--- src/core/vic_pkg.sv ---
`default_nettype none
package vic_pkg;
    // Register byte offsets on the Wishbone slave
    localparam logic [7:0] ADDR_CTRL1 = 8'h00;
    localparam logic [7:0] ADDR_CTRL2 = 8'h04;
    localparam logic [7:0] ADDR_SELECT = 8'h08;
    localparam logic [7:0] ADDR_FLAGS = 8'h0C;
    localparam logic [7:0] ADDR_STATUS = 8'h10;
    localparam logic [7:0] ADDR_MASK = 8'h14;

    // Field positions in the flags register
    localparam int FLAGS_GATE_POS = 16;
    localparam int FLAGS_ARM_POS = 17;

    // Counts of sources and slots
    localparam int NUM_FLAGS = 9;
    localparam int NUM_SLOTS = 8;

    // Request flag indices; slots 0 to 6 map one to one
    localparam logic [3:0] IDX_EXT0 = 4'h0;
    localparam logic [3:0] IDX_EXT1 = 4'h1;
    localparam logic [3:0] IDX_TMR1 = 4'h2;
    localparam logic [3:0] IDX_TMR2 = 4'h3;
    localparam logic [3:0] IDX_TMR3 = 4'h4;
    localparam logic [3:0] IDX_TMR5 = 4'h5;
    localparam logic [3:0] IDX_ADC = 4'h6;
    localparam logic [3:0] IDX_TMR4 = 4'h7;
    localparam logic [3:0] IDX_SERIAL = 4'h8;

    // Values after reset
    localparam logic [3:0] CTRL1_RESET = 4'h0;
    localparam logic [3:0] CTRL2_RESET = 4'h0;
    localparam logic SELECT_RESET = 1'b0;
    localparam logic [8:0] FLAGS_RESET = 9'h000;
    localparam logic [8:0] MASK_RESET = 9'h000;

    // Vector page and the width of the in-page address
    localparam int VEC_PAGE = 1;
    localparam int PCL_W = 7;

    // Machine cycles from conditions met to interrupt taken
    localparam int TAKE_CYCLES_SINGLE = 2;
    localparam int TAKE_CYCLES_MULTI = 3;
    localparam logic [1:0] WAIT_SINGLE = 2'(TAKE_CYCLES_SINGLE - 2);
    localparam logic [1:0] WAIT_MULTI = 2'(TAKE_CYCLES_MULTI - 2);

    // Take sequencer states
    typedef enum logic [0:0] {
        VIC_IDLE,
        VIC_WAIT
    } vic_state_type;
endpackage : vic_pkg
`default_nettype wire

--- src/core/vic_prio.sv ---
`default_nettype none
module vic_prio #(
    parameter int SLOTS = 8
) (
    input wire logic [SLOTS-1:0] pending_in,  // Enabled pending slots
    output logic any_out,  // At least one slot pending
    output logic [2:0] index_out  // Highest priority slot, 0 highest
);
    // Lowest index wins; scan from the bottom of the priority order
    always_comb begin
        any_out = 1'b0;
        index_out = 3'h0;
        for (int i = SLOTS - 1; i >= 0; i--) begin
            if (pending_in[i]) begin
                any_out = 1'b1;
                index_out = 3'(i);
            end
        end
    end
endmodule : vic_prio
`default_nettype wire

--- src/core/vic_ctrl.sv ---
// What this block does
// Take only if flag, enable, gate set
// Enable instruction sets gate, disable clears
// Taking an interrupt clears the gate, unless an armed enable completes in the same cycle
// Flags set regardless of any enables
// Flags hold until taken or skipped
// Pending request fires once gate reopens
// Fixed priority, external zero highest
// Vector in page one, even addresses
// Enable zero makes skip test valid
// Two control nibbles hold eight enables
// Pin edges, underflows, conversions set flags
// Last slot shared by timer four, serial
// Select zero timer four, one serial
// Take two or three cycles later
// Push return, save context, clear served
// Enable acts after one more instruction
// Valid skip test skips and clears
// Reset clears flags, enables and gate
`default_nettype none
module vic_ctrl #(
    parameter int PC_W = 14
) (
    input wire logic sys_clk_in,  // Machine-cycle clock
    input wire logic rst_in,  // Asynchronous reset, active high
    // Wishbone classic slave
    input wire logic wb_cyc_in,  // Bus cycle
    input wire logic wb_stb_in,  // Strobe
    input wire logic wb_we_in,  // Write enable
    input wire logic [7:0] wb_adr_in,  // Byte address
    input wire logic [3:0] wb_sel_in,  // Byte lanes
    input wire logic [31:0] wb_dat_in,  // Write data
    output logic [31:0] wb_dat_out,  // Read data
    output logic wb_ack_out,  // Acknowledge
    // Event sources
    input wire logic ext_pin_zero_in,  // External pin 0 level
    input wire logic ext_pin_one_in,  // External pin 1 level
    input wire logic tmr1_uflow_in,  // Timer 1 underflow pulse
    input wire logic tmr2_uflow_in,  // Timer 2 underflow pulse
    input wire logic tmr3_uflow_in,  // Timer 3 underflow pulse
    input wire logic tmr4_uflow_in,  // Timer 4 underflow pulse
    input wire logic tmr5_uflow_in,  // Timer 5 underflow pulse
    input wire logic adc_done_in,  // Conversion complete pulse
    input wire logic serial_done_in,  // Transmit/receive complete pulse
    // Instruction sequencer
    input wire logic irq_enable_instr_in,  // Enable instruction executes
    input wire logic irq_off_instr_in,  // Disable instruction executes
    input wire logic instr_done_in,  // An instruction completes
    input wire logic instr_multi_in,  // Current instruction is multi-cycle
    input wire logic skip_test_in,  // Skip-test instruction strobe
    input wire logic [3:0] skip_src_in,  // Flag index under test
    output logic skip_out,  // Skip the next instruction
    output logic irq_take_out,  // Interrupt taken, one cycle
    output logic [PC_W-1:0] vector_out,  // New program counter value
    output logic [2:0] irq_src_out,  // Slot served
    output logic stack_push_out,  // Push return address
    output logic irq_context_save_out,  // Save pointer, carry, skip, A, B
    output logic global_irq_gate_out,  // Global gate state
    output logic irq_line_out  // Unmasked status pending
);
    // Software-visible control
    logic [3:0] ctrl1;
    logic [3:0] ctrl2;
    logic shared_slot_select;
    logic [8:0] status;
    logic [8:0] mask;

    // Request flags and gate
    logic [8:0] req_flags;
    logic global_irq_gate;
    logic gate_armed;

    // Event detection
    logic ext0_prev;
    logic ext1_prev;
    logic pins_valid;
    logic [8:0] events;

    // Take sequencer
    vic_pkg::vic_state_type state;
    logic [1:0] wait_cnt;
    logic take_now;

    // Derived gating
    logic [8:0] src_en;
    logic [7:0] slot_pending;
    logic slot_any;
    logic [2:0] slot_idx;
    logic take_cond;
    logic [8:0] take_clr;
    logic [8:0] skip_clr;
    logic skip_valid;
    logic skip_hit;

    // Bus decode
    logic bus_req;
    logic bus_wr;

    // Single bit from a flag-indexed vector; indices past the end read zero
    function automatic logic flag_bit(input logic [8:0] vec, input logic [3:0] idx);
        flag_bit = (idx < 4'(vic_pkg::NUM_FLAGS)) ? vec[idx] : 1'b0;
    endfunction

    // Even address in the vector page for a slot
    function automatic logic [PC_W-1:0] slot_vector(input logic [2:0] idx);
        logic [PC_W-1:0] base;
        base = PC_W'(vic_pkg::VEC_PAGE) << vic_pkg::PCL_W;
        slot_vector = base | PC_W'({idx, 1'b0});
    endfunction

    // Merge low write data, bits 7:0 under the byte lane 0 strobe and bit 8 under lane 1
    function automatic logic [8:0] lane_merge(input logic [8:0] old, input logic [3:0] sel,
                                              input logic [31:0] dat);
        lane_merge = {sel[1] ? dat[8] : old[8], sel[0] ? dat[7:0] : old[7:0]};
    endfunction

    // pin level changes
    assign events[0] = pins_valid & (ext_pin_zero_in ^ ext0_prev);
    assign events[1] = pins_valid & (ext_pin_one_in ^ ext1_prev);
    // underflows and completions
    assign events[2] = tmr1_uflow_in;
    assign events[3] = tmr2_uflow_in;
    assign events[4] = tmr3_uflow_in;
    assign events[5] = tmr5_uflow_in;
    assign events[6] = adc_done_in;
    assign events[7] = tmr4_uflow_in;
    assign events[8] = serial_done_in;

    // Pin history for edge detection; the first sample only primes it
    always_ff @(posedge sys_clk_in or posedge rst_in) begin
        if (rst_in) begin
            ext0_prev <= 1'b0;
            ext1_prev <= 1'b0;
            pins_valid <= 1'b0;
        end else begin
            ext0_prev <= ext_pin_zero_in;
            ext1_prev <= ext_pin_one_in;
            pins_valid <= 1'b1;
        end
    end

    // enable layout per flag
    assign src_en = {ctrl2[3], ctrl2[3], ctrl2[2], ctrl2[1], ctrl2[0],
                     ctrl1[3], ctrl1[2], ctrl1[1], ctrl1[0]};

    // shared slot source
    // select chooses
    assign slot_pending[7] = (shared_slot_select ? req_flags[vic_pkg::IDX_SERIAL]
                                                 : req_flags[vic_pkg::IDX_TMR4]) & ctrl2[3];
    assign slot_pending[6:0] = req_flags[6:0] & src_en[6:0];

    // fixed priority order
    vic_prio #(
        .SLOTS(vic_pkg::NUM_SLOTS)
    ) u_prio (
        .pending_in(slot_pending),
        .any_out(slot_any),
        .index_out(slot_idx)
    );

    // three conditions together
    // pending fires later
    assign take_cond = global_irq_gate & slot_any;

    // delay count reached
    assign take_now = (state == vic_pkg::VIC_WAIT) && take_cond && (wait_cnt == 2'h0);

    // only the served flag clears
    always_comb begin
        take_clr = 9'h000;
        if (take_now) begin
            if (slot_idx == 3'h7) begin
                take_clr[shared_slot_select ? vic_pkg::IDX_SERIAL : vic_pkg::IDX_TMR4] = 1'b1;
            end else begin
                take_clr[slot_idx] = 1'b1;
            end
        end
    end

    // skip valid when disabled
    assign skip_valid = skip_test_in & ~flag_bit(src_en, skip_src_in);
    // skip on set flag
    assign skip_hit = skip_valid & flag_bit(req_flags, skip_src_in);

    // Flag cleared by a successful skip test
    always_comb begin
        skip_clr = 9'h000;
        if (skip_hit) begin
            skip_clr[skip_src_in] = 1'b1;
        end
    end

    // set regardless of enables
    // hold until cleared; a new event wins over the clear
    // flags clear at reset
    always_ff @(posedge sys_clk_in or posedge rst_in) begin
        if (rst_in) begin
            req_flags <= vic_pkg::FLAGS_RESET;
        end else begin
            req_flags <= (req_flags & ~(take_clr | skip_clr)) | events;
        end
    end

    // Skip answer to the sequencer
    always_ff @(posedge sys_clk_in or posedge rst_in) begin
        if (rst_in) begin
            skip_out <= 1'b0;
        end else begin
            skip_out <= skip_hit;
        end
    end

    // enable and disable instructions
    // enable waits one instruction
    // taking clears gate, unless gate_armed and instr_done_in reopen it in the same cycle
    always_ff @(posedge sys_clk_in or posedge rst_in) begin
        if (rst_in) begin
            global_irq_gate <= 1'b0;
            gate_armed <= 1'b0;
        end else if (irq_off_instr_in) begin
            global_irq_gate <= 1'b0;
            gate_armed <= 1'b0;
        end else if (irq_enable_instr_in) begin
            gate_armed <= 1'b1;
            global_irq_gate <= global_irq_gate & ~take_now;
        end else if (gate_armed && instr_done_in) begin
            gate_armed <= 1'b0;
            global_irq_gate <= 1'b1;
        end else if (take_now) begin
            global_irq_gate <= 1'b0;
        end
    end

    // two or three cycle wait
    always_ff @(posedge sys_clk_in or posedge rst_in) begin
        if (rst_in) begin
            state <= vic_pkg::VIC_IDLE;
            wait_cnt <= 2'h0;
        end else begin
            unique case (state)
                vic_pkg::VIC_IDLE: begin
                    if (take_cond) begin
                        state <= vic_pkg::VIC_WAIT;
                        wait_cnt <= instr_multi_in ? vic_pkg::WAIT_MULTI : vic_pkg::WAIT_SINGLE;
                    end
                end
                vic_pkg::VIC_WAIT: begin
                    if (!take_cond || take_now) begin
                        state <= vic_pkg::VIC_IDLE;
                    end else begin
                        wait_cnt <= wait_cnt - 2'h1;
                    end
                end
            endcase
        end
    end

    // vector load
    // push and context save
    always_ff @(posedge sys_clk_in or posedge rst_in) begin
        if (rst_in) begin
            irq_take_out <= 1'b0;
            stack_push_out <= 1'b0;
            irq_context_save_out <= 1'b0;
            vector_out <= '0;
            irq_src_out <= 3'h0;
        end else begin
            irq_take_out <= take_now;
            stack_push_out <= take_now;
            irq_context_save_out <= take_now;
            if (take_now) begin
                vector_out <= slot_vector(slot_idx);
                irq_src_out <= slot_idx;
            end
        end
    end

    // Bus request, answered one cycle later
    assign bus_req = wb_cyc_in & wb_stb_in & ~wb_ack_out;
    assign bus_wr = bus_req & wb_we_in;

    // Acknowledge every access, mapped or not
    always_ff @(posedge sys_clk_in or posedge rst_in) begin
        if (rst_in) begin
            wb_ack_out <= 1'b0;
        end else begin
            wb_ack_out <= bus_req;
        end
    end

    // control nibbles
    // enables clear at reset
    always_ff @(posedge sys_clk_in or posedge rst_in) begin
        if (rst_in) begin
            ctrl1 <= vic_pkg::CTRL1_RESET;
            ctrl2 <= vic_pkg::CTRL2_RESET;
            shared_slot_select <= vic_pkg::SELECT_RESET;
        end else if (bus_wr && wb_sel_in[0]) begin
            if (wb_adr_in == vic_pkg::ADDR_CTRL1) begin
                ctrl1 <= wb_dat_in[3:0];
            end
            if (wb_adr_in == vic_pkg::ADDR_CTRL2) begin
                ctrl2 <= wb_dat_in[3:0];
            end
            if (wb_adr_in == vic_pkg::ADDR_SELECT) begin
                shared_slot_select <= wb_dat_in[0];
            end
        end
    end

    // Mask register
    always_ff @(posedge sys_clk_in or posedge rst_in) begin
        if (rst_in) begin
            mask <= vic_pkg::MASK_RESET;
        end else if (bus_wr && wb_adr_in == vic_pkg::ADDR_MASK) begin
            mask <= lane_merge(mask, wb_sel_in, wb_dat_in);
        end
    end

    // Sticky event status, write one to clear; a new event wins
    always_ff @(posedge sys_clk_in or posedge rst_in) begin
        if (rst_in) begin
            status <= vic_pkg::FLAGS_RESET;
        end else if (bus_wr && wb_adr_in == vic_pkg::ADDR_STATUS) begin
            status <= (status & ~lane_merge(9'h000, wb_sel_in, wb_dat_in)) | events;
        end else begin
            status <= status | events;
        end
    end

    // Read data mux; unmapped reads return zero
    always_ff @(posedge sys_clk_in or posedge rst_in) begin
        if (rst_in) begin
            wb_dat_out <= 32'h0000_0000;
        end else if (bus_req && !wb_we_in) begin
            unique case (wb_adr_in)
                vic_pkg::ADDR_CTRL1: wb_dat_out <= {28'h000_0000, ctrl1};
                vic_pkg::ADDR_CTRL2: wb_dat_out <= {28'h000_0000, ctrl2};
                vic_pkg::ADDR_SELECT: wb_dat_out <= {31'h0000_0000, shared_slot_select};
                vic_pkg::ADDR_FLAGS: begin
                    wb_dat_out <= 32'h0000_0000;
                    wb_dat_out[8:0] <= req_flags;
                    wb_dat_out[vic_pkg::FLAGS_GATE_POS] <= global_irq_gate;
                    wb_dat_out[vic_pkg::FLAGS_ARM_POS] <= gate_armed;
                end
                vic_pkg::ADDR_STATUS: wb_dat_out <= {23'h00_0000, status};
                vic_pkg::ADDR_MASK: wb_dat_out <= {23'h00_0000, mask};
                default: wb_dat_out <= 32'h0000_0000;
            endcase
        end
    end

    // Status outputs
    assign global_irq_gate_out = global_irq_gate;
    assign irq_line_out = |(status & mask);
endmodule : vic_ctrl
`default_nettype wire

--- config.mk ---
export PLATFORM = sky130hd
export DESIGN_NAME = vic_ctrl
export DESIGN_NICKNAME = d
export VERILOG_FILES = /design/src/core/vic_pkg.sv /design/src/core/vic_prio.sv /design/src/core/vic_ctrl.sv
export SDC_FILE = /design/constraint.sdc
export NUM_CORES = 1
export LEC_CHECK = 0
export BUFFER_PORTS_ARGS = -buffer_cell sky130_fd_sc_hd__buf_2
export CAP_MARGIN = 20
export CORE_UTILIZATION = 25
export DETAILED_ROUTE_END_ITERATION = 7
export GPL_ROUTABILITY_DRIVEN = 0
export GPL_TIMING_DRIVEN = 0
export SLEW_MARGIN = 5
export SYNTH_ARGS = -nofsm -noshare
export SYNTH_HDL_FRONTEND = slang
export SYNTH_HIERARCHICAL = 1
export SYNTH_SLANG_ARGS = --single-unit
--- constraint.sdc ---
create_clock -name sys_clk_in -period 6.6 [get_ports sys_clk_in]
set_clock_uncertainty 0.1 [all_clocks]
set_input_delay 0 -clock sys_clk_in [delete_from_list [all_inputs] [get_ports sys_clk_in]]
set_output_delay 0 -clock sys_clk_in [all_outputs]
set_load 0.1 [all_outputs]
==> impl_metrics.toml, run 1 <==
[flow_run]
max-cap-violations = 0

[synth]
synth_edf_count = 0
synthDistinctLibCells = 50
synth-main-ff-cell = "dfrtp_1"
async_flop_share_pct = 100
netlist_instances = 352
ys_seq_elements = 62
yosys_warnings = 6
syn_avg_cell_area_um2 = 9.85
synth-seq-area-share_pct = 44.7
syn-cell-area_mm2 = 0.00347

[timing]
period_minus_slack_ns = 2.95
hold_violations = 0
fmax_mhz = 339
period_share_pct = 44.7
slew_headroom_pct = 45.4
tns_ns = 0
setup_viol = 0
worstMarginPinSlew_ns = 0.815
drv_slew = 0
rsz0062_at_grt = "false"

[cts]
clk_latency_ns = 0.33
tritoncts = "yes"
cts_root_buffer = "clkbuf_16"
cts.path.max_buffers = 2
cts_inserted_buffers = 9
htree_levels = 3
cts.sinks = 62
clk_pin_slew_ns = 0.05

[global_route]
grtUsageTotal_pct = 14.2
grt_pass1_vias = 3061
grt_use_met2_pct = 22.9
antenna_found_initial = 0
grt_pass1_wl_mm = 15.7
globalRouteMet1Util_pct = 18.4
grt_max_degree = 33
use_met3_pct = 3.42
overflow = 0
busiest_layer = "met2"

[die]
fp.dieH_um = 120
die_w_um = 120
initial_utilization_pct = 25.9
core_mm2 = 0.0134
ios = 123
num_rows = 42
die_area_mm2 = 0.0143

[placed_design]
dp_hpwl_mm = 7.36
placedCellCount = 623
io_buffers = 64

[drt]
avgRoutedWirePerCell_um = 14.1
route.vias.total = 3122
drcViolationCount = 0
ant_nets = 0
routed_wl_mm = 9.57
viasPerCell = 4.60
drt_iter0_markers = 167
dr.pass1.iters = 5

[finish]
diodes = 0
fill_cells = 1365
finalNetCount = 565
drive_gt1_share_pct = 29.3
area_growth_pct = 38.9
layout.cells.non_filler = 678

[setup_path]
r2r-end = "req_flags[7]"
crit_chain = "mux2i_1 -> nor2b_1 -> o21ai_0 -> a211oi_1 -> inv_1 -> or4_1 -> a21oi_1 -> a21oi_1"
reg2reg_depth = 8
crit_path_max_fanout = 6
crit_required_ns = 6.70
r2r_start = "shared_slot_select"
worstSetupEndpointType = "flop"
cpMostUsedCell = "a21oi_1"
cp_slowest_cell = "a211oi_1"
critPathLaunchType = "flop"
critPathKind = "reg2reg"
crit_arrival_ns = 3.05
cp_slowest_stage_delay_ns = 0.72
r2r_slack_ns = 3.65

[worst_hold_path]
hold_path_depth = 5
holdPathEnd = "wb_dat_out[17]"
hp-start = "wb_adr_in[0]"
hold_class = "in2reg"

[pwr]
ir_drop_uv = 122
powerDensity_mw_per_mm2 = 215
p_leak_nw = 2.28

[status]
status = "finished, final reports clean"
-- critical path, delay by kind of cell (launching register included) --
kind | cells | cell delay (ns)
DFF | 1 | 0.44
buffers and inverters | 1 | 0.26
and+or+nand+nor | 2 | 0.79
AOI/OAI and AO/OA | 4 | 1.07
muxes | 1 | 0.15
-- cells in the mapped netlist (2+ instances only) --
master / n / area share [%]
nand2b_1: 5 / 0.90
inv_1: 18 / 1.9
nor4_1: 6 / 1.1
xor2_1: 2 / 0.51
clkbuf_1: 6 / 0.65
and2_1: 7 / 1.3
a21o_1: 2 / 0.43
o21ai_0: 21 / 3.0
a22oi_1: 2 / 0.43
mux4_2: 5 / 3.2
conb_1: 2 / 0.22
buf_4: 36 / 7.8
dfrtp_1: 62 / 45
mux2_1: 4 / 1.3
nand4_1: 4 / 0.72
a21oi_1: 18 / 2.6
a32oi_1: 2 / 0.51
nor2_1: 24 / 2.6
nand4_2: 2 / 0.72
buf_2: 2 / 0.29
nor3_1: 5 / 0.72
mux2i_1: 12 / 3.5
nand3_1: 5 / 0.72
nand3b_1: 2 / 0.43
o31ai_1: 5 / 1.1
nand2_1: 36 / 3.9
a31oi_1: 9 / 1.6
nor2b_1: 11 / 2.0
mux2_2: 16 / 5.2
-- final cells by class --
cell class | instances | area [um^2] | area share [%]
buffer | 44 | 303 | 6.29
clock buffer | 12 | 236 | 4.91
clock inverter | 4 | 47.5 | 0.988
inverter | 18 | 67.6 | 1.40
multi-input combinational | 258 | 1660 | 34.4
sequential | 62 | 1550 | 32.2
tap | 176 | 220 | 4.57
timing repair buffer | 104 | 731 | 15.2
-- logic make-up after synthesis --
family | count (synthesis) | synth area share (%)
buffers and inverters | 62 | 10.7
XOR/XNOR | 2 | 0.505
adder cells (fa/ha/maj) | 1 | 0.361
other | 2 | 0.217
multiplexers | 37 | 13.2
AO/OA/AOI/OAI | 69 | 12.2
flip-flops | 62 | 44.7
AND/OR/NAND/NOR | 117 | 18.1
-- registers in the layout (all words and copies together) (netlist names), 2 cells and up --
name         cells
wait_cnt         2
irq_src_out      2
wb_dat_out      11
ctrl1            4
status           9
ctrl2            4
req_flags        9
vector_out       2
mask             9
-- power by group --
group | switching [mW] | total, mW | internal, mW
combinational | 0.139 | 0.192 | 0.0528
sequential | 0.00418 | 0.390 | 0.386
clock | 0.163 | 0.454 | 0.291
total | 0.306 | 1.04 | 0.729
-- metrics by stage --
step	worst slack (ns)	power (mW)	hold slack [ns]	util (%)	area (um^2)
floorplan	4.15	0.539	-0.0686	-	3580
global placement	3.85	0.570	0.0364	30.7	4120
detailed placement	3.80	0.574	0.0418	30.9	4140
CTS	3.75	1.05	0.00386	35.9	4810
global route	3.46	1.08	0.0336	35.9	4810
finish	3.65	1.04	0.0144	35.9	4810
-- worst max path at each step --
| stage | from | end | slack [ns] | cells past startpoint |
|---|---|---|---|---|
| floorplan | global_irq_gate_out | req_flags[7] | 4.15 | 6 |
| global placement | shared_slot_select | req_flags[7] | 3.85 | 8 |
| detailed placement | shared_slot_select | req_flags[7] | 3.80 | 8 |
| CTS | shared_slot_select | req_flags[7] | 3.75 | 8 |
| global route | shared_slot_select | req_flags[7] | 3.46 | 8 |
| finish | shared_slot_select | req_flags[7] | 3.65 | 8 |
-- layout by cell type (no fill, tap or decap), types with 16 or more instances in the layout --
cell | synthesis | routed
mux2_2 | 16 | 16
nand2_1 | 36 | 36
buf_4 | 36 | 36
o21ai_0 | 21 | 21
nor2_1 | 24 | 24
dlygate4sd3_1 | 0 | 39
inv_1 | 18 | 17
buf_2 | 2 | 66
dfrtp_1 | 62 | 62
conb_1 | 2 | 32
a21oi_1 | 18 | 18
-- routing by layer --
metal | wire [um] | vias to the layer above
li1 | - | 1471
met1 | 4250 | 1500
met2 | 4420 | 133
met3 | 731 | 18
met4 | 170 | 0
met5 | 0 | -
-- what timing repair did --
item | 4_1_cts | 5_1_grt
gates resized for setup | 0 | 0
setup buffers | 0 | 0
hold buffers | 39 | 0
endpoints found under the hold margin | 76 | 0
Power figures use the tool's default switching activity.
==> run 2, diff against run 1 <==
==> constraint.sdc (replaced) <==
create_clock -name sys_clk_in -period 2.78 [get_ports sys_clk_in]
set_clock_uncertainty 0.1 [all_clocks]
set_input_delay 0 -clock sys_clk_in [delete_from_list [all_inputs] [get_ports sys_clk_in]]
set_output_delay 0 -clock sys_clk_in [all_outputs]
set_load 0.1 [all_outputs]
==> run 2 against run 1 <==
Via count is 0.29% higher. Sequential share of layout area shrank 0.050 points. Cell count unchanged. Die area is the same. Sequential power is 140% higher. Register-to-register slack worse by 3.5 ns. Count of clock-buffer cells in the layout unchanged. Worst hold slack is essentially flat. Clock power increased by 140%. Critical path type unchanged. Largest cell class unchanged. Largest power group unchanged. Highest routed layer unchanged.
==> impl_metrics.toml, run 2 (same netlist as run 1, synthesis figures left out) <==
[timing]
hold_violations = 0
drv_slew = 0
period_minus_slack_ns = 2.68
fmax_mhz = 373
worstMarginPinSlew_ns = 0.686
period_share_pct = 96.4
slew_headroom_pct = 54.2
rsz0062_at_grt = "true"
setup_viol = 0
hold_slack_ns = 0.0143

[setup_path]
crit_required_ns = 2.88
critPathKind = "reg2reg"
crit_path_max_fanout = 6
crit_arrival_ns = 2.78
critPathLaunchType = "flop"
worstSetupEndpointType = "flop"

[placed_design]
post_dp_cell_area_mm2 = 0.00414
dp_hpwl_mm = 7.36
io_buffers = 64
placedCellCount = 623

[global_route]
grt_pass1_wl_mm = 15.7
antenna_found_initial = 0
grt_max_degree = 33
grtUsageTotal_pct = 14.2
overflow = 0
grt_pass1_vias = 3048

[finish]
layout.cells.non_filler = 678
top_register = "wb_dat_out"
largest_reg_flops = 11
area_growth_pct = 39.1
final_common_cell = "buf_2"
finalNetCount = 565
fill_cells = 1366
final_area_mm2 = 0.00482
diodes = 0
drive_gt1_share_pct = 29.7
final_cell_mix = "buf_2 (66), dfrtp_1 (62), dlygate4sd3_1 (39), nand2_1 (36), buf_4 (36)"

[drt]
drt_iter0_markers = 180
route.vias.total = 3131
avgRoutedWirePerCell_um = 14.2
drcViolationCount = 0
viasPerCell = 4.62
ant_nets = 0
routed_wl_mm = 9.60
dr.pass1.iters = 5

[cts]
htree_levels = 3
cts_inserted_buffers = 9
cts_root_buffer = "clkbuf_16"
clk_pin_slew_ns = 0.05
cts.path.max_buffers = 2
tritoncts = "yes"
clk_latency_ns = 0.33
post_cts_buffers = 0
cts.sinks = 62

[die]
ios = 123
initial_utilization_pct = 25.9
fp.dieH_um = 120
die_w_um = 120
num_rows = 42
die_area_mm2 = 0.0143
core_mm2 = 0.0134

[status]
status = "finished, final reports clean"

[flow_run]
max-cap-violations = 0

[pwr]
powerDensity_mw_per_mm2 = 510
ir_drop_uv = 291
p_leak_nw = 2.29

[worst_hold_path]
hold_class = "in2reg"
run 2: cell count changes in the layout (fill, tap and decap cells not counted):
cell	before	now
nor2_2	0	1
a211oi_2	0	1
nor2_1	24	23
a211oi_1	1	0
run 2: where the power goes:
part           internal, mW  leakage [nW]  switching, mW
clock network         0.690         0.137          0.388
registers             0.916         0.758        0.00992
logic                 0.126          1.39          0.331
run 2: cell type report:
class	instances	area [um^2]	area share, %
inverter	18	67.6	1.40
buffer	44	303	6.28
tap	176	220	4.57
clock buffer	12	236	4.90
sequential	62	1550	32.2
multi-input combinational	258	1670	34.5
timing repair buffer	104	731	15.2
clock inverter	4	47.5	0.986
run 2: path summary, 6_finish.rpt:
path | startpoint | to | slack, ns | depth (start not counted)
worst max-delay path | shared_slot_select | req_flags[7] | 0.10 | 8
worst min-delay path | wb_adr_in[0] | wb_dat_out[17] | 0.01 | 5
worst max register to register | shared_slot_select | req_flags[7] | 0.10 | 8
worst min register to register | vector_out[7] | vector_out[7] | 0.36 | 1
max in group asynchronous | rst_in | req_flags[2] | 1.74 | 4
min in group asynchronous | rst_in | global_irq_gate_out | 0.22 | 3
run 2: worst max-delay path, cell delays in order (launching register included):
cell,delay (ns)
dfrtp_1,0.45
mux2i_1,0.15
nor2b_1,0.22
o21ai_0,0.17
a211oi_2,0.47
inv_1,0.22
or4_1,0.55
a21oi_1,0.16
a21oi_1,0.05
run 2: per-layer routing:
| layer | vias to the layer above | share of wire [%] | global-route usage (%) |
|---|---|---|---|
| met5 | - | 0 | 0 |
| met4 | 0 | 1.3 | 5.00 |
| met3 | 14 | 7.8 | 3.42 |
| met2 | 146 | 46 | 22.9 |
| met1 | 1503 | 44 | 18.4 |
| li1 | 1468 | - | - |
run 2: what timing repair did:
item / CTS / global route
endpoints found under the hold margin: 76 / 0
setup endpoints to repair: 1 / 4
hold buffers: 39 / 0
pin swaps: 0 / 1
gates resized for setup: 1 / 1
run 2: through the flow:
| step | util, % | power (mW) | setup TNS, ns | setup slack, ns |
|---|---|---|---|---|
| 3_5_place_dp | 30.9 | 1.36 | -0.0190 | -0.0190 |
| 2_1_floorplan | - | 1.28 | 0 | 0.329 |
| 3_3_place_gp | 30.7 | 1.35 | 0 | 0.0295 |
| 6_report | 36.0 | 2.46 | 0 | 0.100 |
| 4_1_cts | 36.0 | 2.48 | 0 | 0.166 |
| 5_1_grt | 36.0 | 2.56 | -0.0168 | -0.0168 |
==> run 3, diff against run 2 <==
--- a/config.mk
+++ b/config.mk
@@ -11,6 +11,7 @@
 export DETAILED_ROUTE_END_ITERATION = 7
 export GPL_ROUTABILITY_DRIVEN = 0
 export GPL_TIMING_DRIVEN = 0
+export HOLD_SLACK_MARGIN = 0.08
 export SLEW_MARGIN = 5
 export SYNTH_ARGS = -nofsm -noshare
 export SYNTH_HDL_FRONTEND = slang
==> run 3 against run 2 <==
Global-route usage is essentially flat. Total power is essentially flat. Setup slack gained 0.029 ns. Cell area grew 0.42%. Utilization grew 0.15 points. Flip-flop and latch count is the same. Sequential power is essentially flat. Via count shrank 0.13%. First-iteration DRC count shrank 17%. Combinational power is essentially flat. Wire length is essentially flat. Critical path type unchanged.
==> impl_metrics.toml, run 3 (same netlist as run 1, synthesis figures left out) <==
[finish]
area_growth_pct = 39.7
final_cell_mix = "buf_2 (66), dfrtp_1 (62), dlygate4sd3_1 (41), nand2_1 (36), buf_4 (36)"
drive_gt1_share_pct = 29.6
finish.utilization_pct = 36.1
final_common_cell = "buf_2"
final_area_mm2 = 0.00484
fill_cells = 1361
finalNetCount = 567
top_register = "wb_dat_out"
largest_reg_flops = 11
diodes = 0

[global_route]
overflow = 0
grtUsageTotal_pct = 14.2
grt_pass1_vias = 3072
grt_pass1_wl_mm = 15.8
grt_max_degree = 33
antenna_found_initial = 0

[placed_design]
post-place-ws_ns = -0.0190
io_buffers = 64
post_dp_cell_area_mm2 = 0.00414
dp_hpwl_mm = 7.36

[cts]
cts_inserted_buffers = 9
tritoncts = "yes"
htree_levels = 3
clk_latency_ns = 0.33
cts_root_buffer = "clkbuf_16"
cts.path.max_buffers = 2
cts.sinks = 62
clk_pin_slew_ns = 0.05
post_cts_buffers = 0

[setup_path]
crit_arrival_ns = 2.75
crit_path_max_fanout = 6
critPathLaunchType = "flop"
critPathKind = "reg2reg"
worstSetupEndpointType = "flop"
crit_required_ns = 2.88

[drt]
drt_iter0_markers = 150
ant_nets = 0
dr.pass1.iters = 5
viasPerCell = 4.60
drcViolationCount = 0
avgRoutedWirePerCell_um = 14.1
routed_wl_mm = 9.61
route.vias.total = 3127

[die]
ios = 123
die_w_um = 120
core_mm2 = 0.0134
num_rows = 42
die_area_mm2 = 0.0143
initial_utilization_pct = 25.9
fp.dieH_um = 120

[timing]
hold_violations = 0
setup_viol = 0
rsz0062_at_grt = "true"
drv_slew = 0
period_minus_slack_ns = 2.65
period_share_pct = 95.4
fmax_mhz = 377
worstMarginPinSlew_ns = 0.679
slew_headroom_pct = 54.7
fin_ws_ns = 0.129

[worst_hold_path]
hold_class = "in2reg"

[pwr]
ir_drop_uv = 291
powerDensity_mw_per_mm2 = 508
p_total_mw = 2.46
p_leak_nw = 2.29

[status]
status = "finished, final reports clean"

[flow_run]
max-cap-violations = 0
==> run 3: changes by cell type in the layout (fill, tap and decap cells not counted), sizes merged <==
cell / delta
dlygate4sd3: +2
==> run 3: layout make-up <==
class,count,area [um^2],area share (%)
inverters,18,67.6,1.40
plain buffers,44,303,6.25
well taps,176,220,4.55
multi-input cells,258,1670,34.4
clock buffers,12,236,4.88
repair buffers,106,751,15.5
flip-flops and latches,62,1550,32.0
clock inverters,4,47.5,0.982
==> run 3: critical path, stage by stage, from the launching register on <==
cell      delay (ns)
dfrtp_1         0.44
mux2i_1         0.15
nor2b_1         0.22
o21ai_0         0.17
a211oi_2        0.46
inv_1           0.21
or4_1           0.55
a21oi_1         0.17
a21oi_1         0.06
==> run 3: stage by stage <==
| stage | TNS, ns | hold WS, ns | std cells |
|---|---|---|---|
| floorplan | 0 | -0.0686 | 382 |
| global placement | 0 | 0.0364 | 622 |
| detailed placement | -0.0190 | 0.0418 | 623 |
| CTS | 0 | 0.0858 | 680 |
| global route | -0.0168 | 0.174 | 680 |
| finish | 0 | 0.0981 | 680 |
==> run 3: final timing paths <==
| path | slack (ns) | startpoint | end | cells past startpoint |
|---|---|---|---|---|
| hold / removal | 0.1 | wb_stb_in | wb_dat_out[16] | 5 |
| hold reg to reg | 0.36 | vector_out[7] | vector_out[7] | 1 |
| max in group asynchronous | 1.74 | rst_in | req_flags[2] | 4 |
| min in group asynchronous | 0.22 | rst_in | global_irq_gate_out | 3 |
| setup / recovery | 0.13 | shared_slot_select | req_flags[7] | 8 |
| setup reg to reg | 0.13 | shared_slot_select | req_flags[7] | 8 |
==> run 3: power breakdown <==
| group | switching, mW | total, mW | internal, mW |
|---|---|---|---|
| registers | 0.00990 | 0.926 | 0.916 |
| clock network | 0.385 | 1.08 | 0.690 |
| logic | 0.331 | 0.459 | 0.128 |
| total | 0.726 | 2.46 | 1.73 |
==> run 3: metal layers <==
layer | share of wire [%] | vias up | global-route usage [%]
li1 | - | 1473 | -
met1 | 45 | 1504 | 18.4
met2 | 47 | 138 | 23.0
met3 | 7.1 | 12 | 3.42
met4 | 1.2 | 0 | 5.00
met5 | 0 | - | 0
==> run 3: what timing repair did <==
| action | in CTS | in global routing |
|---|---|---|
| endpoints found under the hold margin | 77 | 0 |
| endpoints found under the setup margin | 1 | 3 |
| hold buffers | 41 | 0 |
| pin swaps | 0 | 1 |
| gates resized for setup | 1 | 1 |
| gates cloned | 0 | 0 |
